===== src/core/cs_wait_map.vh =====
// Constants of the chip select and wait decoder: register indexes,
// field positions, reset values and decode limits.
// Assumes inclusion by the decoder module only.
`ifndef CS_WAIT_MAP_VH
`define CS_WAIT_MAP_VH

// ----------------------------------------------------------------
// Register indexes (byte address is four times the index)
// ----------------------------------------------------------------
`define IDX_IO_CTRL   8'h68
`define IDX_RAM_CTRL  8'h69
`define IDX_ROM_CTRL  8'h6a
`define IDX_STATUS    8'h6b
`define IDX_PIN_MODE  8'h6c

// ----------------------------------------------------------------
// Control register fields
// ----------------------------------------------------------------
`define F_ENABLE  7
`define F_SYSTEM  6
`define F_CAS     5
`define F_BUS8    4
`define F_WAIT_HI 3
`define F_WAIT_LO 2
`define F_AREA_HI 1
`define F_AREA_LO 0

`define WAIT_TWO  2'h0
`define WAIT_ONE  2'h1
`define WAIT_EXT  2'h2
`define WAIT_NONE 2'h3

`define RST_IO_CTRL  8'h00
`define RST_RAM_CTRL 8'h00
`define RST_ROM_CTRL 8'h80
`define RST_PIN_MODE 8'h00

// ----------------------------------------------------------------
// Decode limits
// ----------------------------------------------------------------
`define IO_LOW_FIRST  24'h007f00
`define IO_LOW_LAST   24'h007fff
`define RAM_LOW_FIRST 24'h000480
`define RAM_LOW_LAST  24'h007fff
`define ROM_LOW_FIRST 24'h008000
`define ROM_LOW_LAST  24'h3fffff

`endif


===== src/core/chip_select_wait_decoder.v =====
// Chip select and wait decoder for the external memory bus.
// Assumes an APB master for configuration and a CPU-side requester
// that holds its request until done pulses; on-chip hit flags
// come from logic on the same clock.
//
// Implementation choice: register access over APB.
`timescale 1ns/1ps
`include "cs_wait_map.vh"

module chip_select_wait_decoder (
    // Clock and reset
    input  wire        clk,
    input  wire        rst,
    // APB slave
    input  wire        psel,
    input  wire        penable,
    input  wire        pwrite,
    input  wire [11:0] paddr,
    input  wire [31:0] pwdata,
    output wire        pready,
    output wire        pslverr,
    output wire [31:0] prdata,
    // CPU request side
    input  wire        cpuReq,
    input  wire        cpuWrite,
    input  wire        cpuWord,
    input  wire [23:0] cpuAddr,
    input  wire [15:0] cpuWdata,
    input  wire        onChipIoHit,
    input  wire        onChipMemHit,
    output reg         cpuDone,
    output reg  [15:0] cpuRdata,
    // External bus
    output reg  [23:0] extAddr,
    output reg  [15:0] extDataOut,
    output reg         extDataOeLo_n,
    output reg         extDataOeHi_n,
    input  wire [15:0] extDataIn,
    output reg         extRd_n,
    output reg         extWrLo_n,
    output reg         extWrHi_n,
    input  wire        extWait_n,
    // Select pins (two-way port pins)
    output reg  [2:0]  selOut,
    output wire [2:0]  selOe_n,
    input  wire [2:0]  selIn
);

    // ----------------------------------------------------------------
    // State codes
    // ----------------------------------------------------------------
    localparam [3:0] S_IDLE   = 4'h1;
    localparam [3:0] S_STROBE = 4'h2;
    localparam [3:0] S_HOLD   = 4'h4;
    localparam [3:0] S_END    = 4'h8;

    // ----------------------------------------------------------------
    // Registers
    // ----------------------------------------------------------------
    reg  [7:0]  ioCtrl_q;
    reg  [7:0]  ramCtrl_q;
    reg  [7:0]  romCtrl_q;
    reg  [7:0]  pinMode_q;
    reg  [31:0] prdata_q;
    reg  [3:0]  state_q;
    reg  [2:0]  blk_q;
    reg         bus8_q;
    reg  [1:0]  waitMode_q;
    reg  [1:0]  waitCnt_q;
    reg         phase_q;
    reg         split_q;
    reg         word_q;
    reg         write_q;
    reg  [23:0] base_q;
    reg  [15:0] wdata_q;
    reg  [2:0]  waitSync_q;
    reg         defaultHit_q;
    reg         waitLevel_q;
    reg  [2:0]  selMeta_q;
    reg  [2:0]  selMid_q;
    reg  [2:0]  selLast_q;
    reg  [2:0]  selLevel_q;

    // Select pins drive only once software turns them into outputs
    // Pins start as inputs
    assign selOe_n = ~pinMode_q[2:0];

    // ----------------------------------------------------------------
    // Address decode
    // ----------------------------------------------------------------
    function blockHit;
        input [7:0]  ctrl;
        input [23:0] a;
        input [23:0] lowFirst;
        input [23:0] lowLast;
        begin
            if (!ctrl[`F_ENABLE]) begin
                blockHit = 1'b0;
            end else if (ctrl[`F_AREA_HI:`F_AREA_LO] == 2'h0) begin
                blockHit = (a >= lowFirst) && (a <= lowLast);
            end else begin
                blockHit = (a[23:22] == ctrl[`F_AREA_HI:`F_AREA_LO]);
            end
        end
    endfunction

    wire ioHit;
    wire ramHit;
    wire romHit;
    wire onChip;
    reg  [2:0] blkSel;
    reg  [7:0] selCtrl;

    assign ioHit  = blockHit(ioCtrl_q, cpuAddr, `IO_LOW_FIRST, `IO_LOW_LAST);
    assign ramHit = blockHit(ramCtrl_q, cpuAddr, `RAM_LOW_FIRST, `RAM_LOW_LAST);
    assign romHit = blockHit(romCtrl_q, cpuAddr, `ROM_LOW_FIRST, `ROM_LOW_LAST);
    assign onChip = onChipIoHit | onChipMemHit;

    always @* begin
        if (ioHit) begin
            blkSel  = 3'h1;
            selCtrl = ioCtrl_q;
        end else if (ramHit) begin
            blkSel  = 3'h2;
            selCtrl = ramCtrl_q;
        end else if (romHit) begin
            blkSel  = 3'h4;
            selCtrl = romCtrl_q;
        end else begin
            blkSel  = 3'h0;
            selCtrl = {3'h0, 1'b0, `WAIT_NONE, 2'h0};
        end
    end

    // ----------------------------------------------------------------
    // APB slave
    // ----------------------------------------------------------------
    wire       setup;
    wire       access;
    wire       mapped;
    wire [7:0] idx;

    assign setup   = psel & ~penable;
    assign access  = psel & penable;
    assign idx     = paddr[9:2];
    assign mapped  = (paddr[11:10] == 2'h0) && (paddr[1:0] == 2'h0) &&
                     (idx >= `IDX_IO_CTRL) && (idx <= `IDX_PIN_MODE);
    assign pready  = 1'b1;
    assign pslverr = access & ~mapped;
    assign prdata  = prdata_q;

    always @(posedge clk or posedge rst) begin
        if (rst) begin
            // Only ROM block on after reset
            ioCtrl_q  <= `RST_IO_CTRL;
            ramCtrl_q <= `RST_RAM_CTRL;
            romCtrl_q <= `RST_ROM_CTRL;
            pinMode_q <= `RST_PIN_MODE;
        end else if (access && pwrite && mapped) begin
            // Control values take effect as written
            case (idx)
                `IDX_IO_CTRL:  ioCtrl_q  <= pwdata[7:0];
                `IDX_RAM_CTRL: ramCtrl_q <= pwdata[7:0];
                // Same field layout for all blocks
                `IDX_ROM_CTRL: romCtrl_q <= pwdata[7:0];
                `IDX_PIN_MODE: pinMode_q <= {5'h00, pwdata[2:0]};
                default:       pinMode_q <= pinMode_q;
            endcase
        end
    end

    always @(posedge clk or posedge rst) begin
        if (rst) begin
            prdata_q <= 32'h00000000;
        end else if (setup) begin
            case (idx)
                `IDX_IO_CTRL:  prdata_q <= {24'h000000, ioCtrl_q};
                `IDX_RAM_CTRL: prdata_q <= {24'h000000, ramCtrl_q};
                `IDX_ROM_CTRL: prdata_q <= {24'h000000, romCtrl_q};
                `IDX_STATUS:   prdata_q <= {24'h000000, defaultHit_q, state_q == S_IDLE,
                                            ~selLevel_q, ~selOut};
                `IDX_PIN_MODE: prdata_q <= {24'h000000, pinMode_q};
                default:       prdata_q <= 32'h00000000;
            endcase
        end
    end

    // ----------------------------------------------------------------
    // Pin synchronisers
    // ----------------------------------------------------------------
    wire waitLow;

    // A level counts once stages two and three agree;
    // select pins start at their pull levels
    always @(posedge clk or posedge rst) begin
        if (rst) begin
            waitSync_q  <= 3'h7;
            waitLevel_q <= 1'b1;
            selMeta_q   <= 3'h3;
            selMid_q    <= 3'h3;
            selLast_q   <= 3'h3;
            selLevel_q  <= 3'h3;
        end else begin
            waitSync_q <= {waitSync_q[1:0], extWait_n};
            if (waitSync_q[1] == waitSync_q[2]) begin
                waitLevel_q <= waitSync_q[2];
            end
            selMeta_q  <= selIn;
            selMid_q   <= selMeta_q;
            selLast_q  <= selMid_q;
            selLevel_q <= (selMid_q & selLast_q) | (selLevel_q & (selMid_q | selLast_q));
        end
    end

    assign waitLow = ~waitLevel_q;

    // ----------------------------------------------------------------
    // Lane planning
    // ----------------------------------------------------------------
    wire [23:0] curAddr;
    wire        laneHi;
    wire        bothLanes;
    wire [7:0]  outByte;
    wire [7:0]  inByte;

    assign curAddr   = base_q + {23'h000000, phase_q};
    assign bothLanes = ~bus8_q & word_q & ~base_q[0];
    assign laneHi    = ~bus8_q & curAddr[0];
    assign outByte   = phase_q ? wdata_q[15:8] : wdata_q[7:0];
    // Only the active lane is read
    assign inByte    = laneHi ? extDataIn[15:8] : extDataIn[7:0];

    // ----------------------------------------------------------------
    // Bus cycle sequencer
    // ----------------------------------------------------------------
    reg [1:0] waitsFor;

    always @* begin
        case (waitMode_q)
            `WAIT_TWO:  waitsFor = 2'h2;
            `WAIT_ONE:  waitsFor = 2'h1;
            `WAIT_EXT:  waitsFor = 2'h1;
            default:    waitsFor = 2'h0;
        endcase
    end

    always @(posedge clk or posedge rst) begin
        if (rst) begin
            state_q       <= S_IDLE;
            blk_q         <= 3'h0;
            bus8_q        <= 1'b0;
            waitMode_q    <= `WAIT_NONE;
            waitCnt_q     <= 2'h0;
            phase_q       <= 1'b0;
            split_q       <= 1'b0;
            word_q        <= 1'b0;
            write_q       <= 1'b0;
            base_q        <= 24'h000000;
            wdata_q       <= 16'h0000;
            defaultHit_q  <= 1'b0;
            cpuDone       <= 1'b0;
            cpuRdata      <= 16'h0000;
            extAddr       <= 24'h000000;
            extDataOut    <= 16'h0000;
            extDataOeLo_n <= 1'b1;
            extDataOeHi_n <= 1'b1;
            extRd_n       <= 1'b1;
            extWrLo_n     <= 1'b1;
            extWrHi_n     <= 1'b1;
            selOut        <= 3'h7;
        end else begin
            cpuDone <= 1'b0;
            case (state_q)
                S_IDLE: begin
                    // Requests hitting on-chip units are not served
                    if (cpuReq && !onChip && !cpuDone) begin
                        // Boot fetch decodes into the ROM block
                        blk_q        <= blkSel;
                        bus8_q       <= selCtrl[`F_BUS8];
                        waitMode_q   <= selCtrl[`F_WAIT_HI:`F_WAIT_LO];
                        defaultHit_q <= (blkSel == 3'h0);
                        word_q       <= cpuWord;
                        write_q      <= cpuWrite;
                        base_q       <= cpuAddr;
                        wdata_q      <= cpuWdata;
                        split_q      <= cpuWord & (selCtrl[`F_BUS8] | cpuAddr[0]);
                        phase_q      <= 1'b0;
                        state_q      <= S_STROBE;
                    end
                end
                S_STROBE: begin
                    // Select held low from strobe to end
                    selOut    <= ~blk_q;
                    extAddr   <= curAddr;
                    waitCnt_q <= 2'h0;
                    state_q   <= S_HOLD;
                    if (write_q) begin
                        extDataOut    <= bothLanes ? wdata_q : {outByte, outByte};
                        extDataOeLo_n <= ~(bothLanes | ~laneHi);
                        extDataOeHi_n <= ~(bothLanes | laneHi);
                        extWrLo_n     <= ~(bothLanes | ~laneHi);
                        extWrHi_n     <= ~(bothLanes | laneHi);
                    end else begin
                        extRd_n <= 1'b0;
                    end
                end
                S_HOLD: begin
                    if (waitCnt_q < waitsFor) begin
                        waitCnt_q <= waitCnt_q + 2'h1;
                    end else if (!(waitMode_q == `WAIT_EXT && waitLow)) begin
                        state_q <= S_END;
                    end
                end
                S_END: begin
                    if (!write_q) begin
                        if (bothLanes) begin
                            cpuRdata <= extDataIn;
                        end else if (phase_q) begin
                            cpuRdata[15:8] <= inByte;
                        end else begin
                            cpuRdata[7:0] <= inByte;
                        end
                    end
                    selOut        <= 3'h7;
                    extRd_n       <= 1'b1;
                    extWrLo_n     <= 1'b1;
                    extWrHi_n     <= 1'b1;
                    extDataOeLo_n <= 1'b1;
                    extDataOeHi_n <= 1'b1;
                    if (split_q && !phase_q) begin
                        phase_q <= 1'b1;
                        state_q <= S_STROBE;
                    end else begin
                        cpuDone <= 1'b1;
                        state_q <= S_IDLE;
                    end
                end
                default: begin
                    state_q <= S_IDLE;
                end
            endcase
        end
    end

endmodule // chip_select_wait_decoder


===== config.mk =====
export PLATFORM = sky130hd
export DESIGN_NAME = chip_select_wait_decoder
export DESIGN_NICKNAME = d
export VERILOG_FILES = /design/src/core/chip_select_wait_decoder.v
export VERILOG_INCLUDE_DIRS = /design/src /design/src/core
export SDC_FILE = /design/constraint.sdc
export NUM_CORES = 1
export LEC_CHECK = 0
export BUFFER_PORTS_ARGS = -buffer_cell sky130_fd_sc_hd__buf_2
export CORE_ASPECT_RATIO = 1.1
export CORE_UTILIZATION = 48
export DETAILED_ROUTE_END_ITERATION = 6
export GPL_TIMING_DRIVEN = 0
export PLACE_DENSITY = 0.74
export SLEW_MARGIN = 20
export SYNTH_ARGS = -nofsm -noshare
export SYNTH_HDL_FRONTEND = slang
export SYNTH_SLANG_ARGS = --single-unit

===== constraint.sdc =====
create_clock -name clk -period 5.25 [get_ports clk]
set_clock_uncertainty 0.1 [all_clocks]
set_input_delay 0.525 -clock clk [delete_from_list [all_inputs] [get_ports clk]]
set_output_delay 0.525 -clock clk [all_outputs]
set_load 0.01 [all_outputs]

==> out/qor.txt <==
TritonCTS clock tree -> done
share of cells above drive strength 1 -> 29.5%
total clock sinks -> 171
count of antenna-violating nets left after detailed routing -> 0
hold slack -> 35.0 ps
total of fill cells in the finished design -> 1383
Port Buffers -> 164
DRC Markers -> 0
Worst Max-Slew Pin Slew -> 969 ps
post-synthesis instance area -> 7890 µm²
number of core rows -> 48
register-to-register setup slack -> 2480 ps
data arrival time of the worst path -> 3030 ps
Wirelength per Cell -> 14.8 µm
total placed instance area -> 9080 µm²
count of vias placed by the detailed router -> 6097
worst skew pair latency -> 420 ps
final core utilization -> 61.3%
vias per cell -> 5.09
Worst R2R Start -> cpuDone$_DFF_PP0_
Placer Congestion -> 0.776
count of endpoints failing hold in the final timing report -> 0
count of max-cap constraint violations -> 0
die span in x -> 124 µm
Placeable Area -> 15900 µm²
power density of the placed cells -> 348 nW/µm²
growth of design area from synthesis to finish -> 23.1%
RSZ-0062 raised after global routing -> no
area of all placed cells without fillers -> 9710 µm²
total clock buffers created by CTS -> 17
1st-pass router iterations -> 4
cell breakdown of the critical path -> or4b_2 -> nor4_2 -> clkbuf_1 -> nand2_1 -> nand2_1
number of placed cells counting well taps -> 1164
Avg Cell Area, Syn -> 10.2 µm²
top-area cell type share of the netlist area -> 47.3%
clock-pin slew reported for the worst setup and hold paths after clock tree synthesis -> 60 ps
biggest cell delay along the critical path -> 760 ps
Worst Setup Path Type -> reg2reg
Buffers & Inverters on Critical Path -> 1
Post-CTS Hold Fix Bufs -> 0
required time reported for the critical path endpoint -> 5510 ps
startpoint of the worst setup timing path -> cpuDone$_DFF_PP0_
fin cells -> 1198
number of max-slew violations in the final report -> 0
total of cells resized after clock tree synthesis -> 0
EDFF count, synth -> 0
detailed-placement wirelength estimate -> 13000 µm
most used flip-flop cell after synthesis -> sky130_fd_sc_hd__dfrtp_1
proportion of register bits with asynchronous set or reset after synthesis -> 100%
portion of the post-synthesis area used by sequential elements -> 54.6%
H-tree level count -> 4
commonest cells after routing, fill and taps aside -> sky130_fd_sc_hd__nand2_1 (192), sky130_fd_sc_hd__buf_2 (165), sky130_fd_sc_hd__dfrtp_1 (149), sky130_fd_sc_hd__o21ai_0 (52), sky130_fd_sc_hd__nor2_1 (44)
sort of element at the start of the critical path -> flop
first-pass GRT wire length -> 28500 µm
cell repeated most along the worst path -> sky130_fd_sc_hd__nand2_1
Finish-stage setup viols -> 0
Yosys warnings -> 0
maximum number of pins on one net before global-route repair -> 110
all-layer global routing usage -> 21.3%
library cell with the largest summed area after synthesis -> sky130_fd_sc_hd__dfrtp_1
number of cells on the worst reg-to-reg path -> 5
achievable frequency -> 361 MHz
commonest non-fill, non-tap cell in the layout -> sky130_fd_sc_hd__nand2_1
relative slew slack -> 35.1%
Critical R2R Capture -> wdata_q[4]$_DFFE_PP0P_
Iteration-0 DRC Markers -> 342
via count of the first global-routing pass -> 5783
Slowest cell on crit path -> sky130_fd_sc_hd__nor4_2
post-synth cell types -> 57
synthesized instance count -> 776
setup fix buffers added after clock tree synthesis -> 0
overall routed net length -> 17700 µm
synthesis-stage register bit count -> 171
starting utilization of the core area -> 49.8%
total congestion overflow after global routing -> 0
static leakage -> 4.90 nW
outcome -> finished clean
I/O pin total -> 216
full die area -> 17000 µm²
Period Utilization, post-route -> 52.8%
Worst VDD drop -> 0.219 mV
main area contributors after synthesis -> sky130_fd_sc_hd__dfrtp_1 (47%), sky130_fd_sc_hd__nand2_1 (9.1%), sky130_fd_sc_hd__dfstp_2 (7.3%)
final critical delay including setup and external delays -> 2770 ps
critical path's top delay family -> simple AND/OR/NAND/NOR gates
largest fanout of any net on the critical path -> 10
final-stage net count -> 1102
endpoint kind of the worst setup timing path -> flop
initial antenna violation count -> 2
kind of path behind the tightest hold check -> in2async
height of the chip -> 136 µm
clk root buf -> sky130_fd_sc_hd__clkbuf_16
maximum root-to-sink buffer count -> 2
[power by group]
part	internal, mW	total, mW	switching, mW
combinational	0.225	0.501	0.276
clock	0.785	1.29	0.504
sequential	1.48	1.59	0.113
[how the worst max path moves through the flow]
stage / endpoint / slack, ps / cells past startpoint
4_1_cts: wdata_q[4]$_DFFE_PP0P_ / 2420 / 5
3_3_place_gp: selMeta_q[2]$_DFF_PP0_ / -1750 / 2
5_1_grt: extDataOut[2]$_DFFE_PP0P_ / 2290 / 7
6_report: wdata_q[4]$_DFFE_PP0P_ / 2480 / 5
3_5_place_dp: wdata_q[4]$_DFFE_PP0P_ / 2150 / 6
2_1_floorplan: base_q[0]$_DFFE_PP0P_ / 30 / 1
[routing by layer]
layer	GRT usage, %	share of wire (%)	up-vias
met4	8.90	2.4	0
met3	4.53	4.0	29
met2	35.2	50	132
li1	-	-	3020
met1	27.2	43	2916
met5	0	0	-
[area by class of cell]
| type | count | area [µm²] | area share (%) |
|---|---|---|---|
| Clock inverter | 11 | 144 | 1.48 |
| Buffer | 60 | 339 | 3.49 |
| Inverter | 22 | 90.1 | 0.928 |
| Tap cell | 200 | 250 | 2.58 |
| Sequential cell | 171 | 4310 | 44.3 |
| Multi-Input combinational cell | 546 | 3260 | 33.5 |
| Clock buffer | 21 | 470 | 4.84 |
| Timing Repair Buffer | 165 | 848 | 8.73 |
| Antenna cell | 2 | 5.00 | 0.0515 |
[worst reg2reg max path: stages, from the launching register on]
cell	delay, ps
sky130_fd_sc_hd__dfrtp_1	390
sky130_fd_sc_hd__or4b_2	700
sky130_fd_sc_hd__nor4_2	760
sky130_fd_sc_hd__clkbuf_1	510
sky130_fd_sc_hd__nand2_1	150
sky130_fd_sc_hd__nand2_1	100
[logic make-up (layout without fill, tap and decap cells)]
family,Yosys count,after routing,share of synthesized area [%]
other,2,27,0.0952
adder cells (fa/ha/maj),9,9,1.30
AND/OR/NAND/NOR,303,303,17.3
flip-flops,171,171,54.6
buffers and inverters,82,279,5.34
AO/OA/AOI/OAI,116,116,8.69
XOR/XNOR,24,24,2.66
multiplexers,69,69,10.0
[through the flow]
| stage | TNS, ps | setup slack (ps) | power (mW) |
|---|---|---|---|
| final | 0 | 2480 | 3.38 |
| after global routing | 0 | 2290 | 3.54 |
| after CTS | 0 | 2420 | 3.41 |
| after detailed placement | 0 | 2150 | 2.12 |
| after global placement | -258780 | -1750 | 2.10 |
| after floorplan | 0 | 29.6 | 1.92 |
[sequential cells by signal (all words and copies together) (netlist names), 4 cells and up]
name / cells
base_q: 24
cpuRdata: 16
extAddr: 24
extDataOut: 16
ioCtrl_q: 8
prdata: 8
ramCtrl_q: 8
romCtrl_q: 8
state_q: 4
wdata_q: 16
[Yosys cell counts (4+ instances only)]
cell type and n:
sky130_fd_sc_hd__and3_1 6, sky130_fd_sc_hd__dfstp_2 22, sky130_fd_sc_hd__nand2b_1 7, sky130_fd_sc_hd__nor3_1 6, sky130_fd_sc_hd__o21ai_0 52, sky130_fd_sc_hd__mux2i_1 35
sky130_fd_sc_hd__xnor2_1 11, sky130_fd_sc_hd__nand4_1 5, sky130_fd_sc_hd__o31ai_1 5, sky130_fd_sc_hd__a21oi_1 31, sky130_fd_sc_hd__nor2_1 44, sky130_fd_sc_hd__buf_4 28
sky130_fd_sc_hd__nor4_1 4, sky130_fd_sc_hd__nand2_1 192, sky130_fd_sc_hd__nand3_1 13, sky130_fd_sc_hd__a22o_1 5, sky130_fd_sc_hd__clkbuf_1 27, sky130_fd_sc_hd__mux2_2 29
sky130_fd_sc_hd__mux4_2 5, sky130_fd_sc_hd__dfrtp_1 149, sky130_fd_sc_hd__ha_1 5, sky130_fd_sc_hd__maj3_1 4, sky130_fd_sc_hd__xor2_1 13, sky130_fd_sc_hd__inv_1 22
Power figures use the tool's default switching activity.
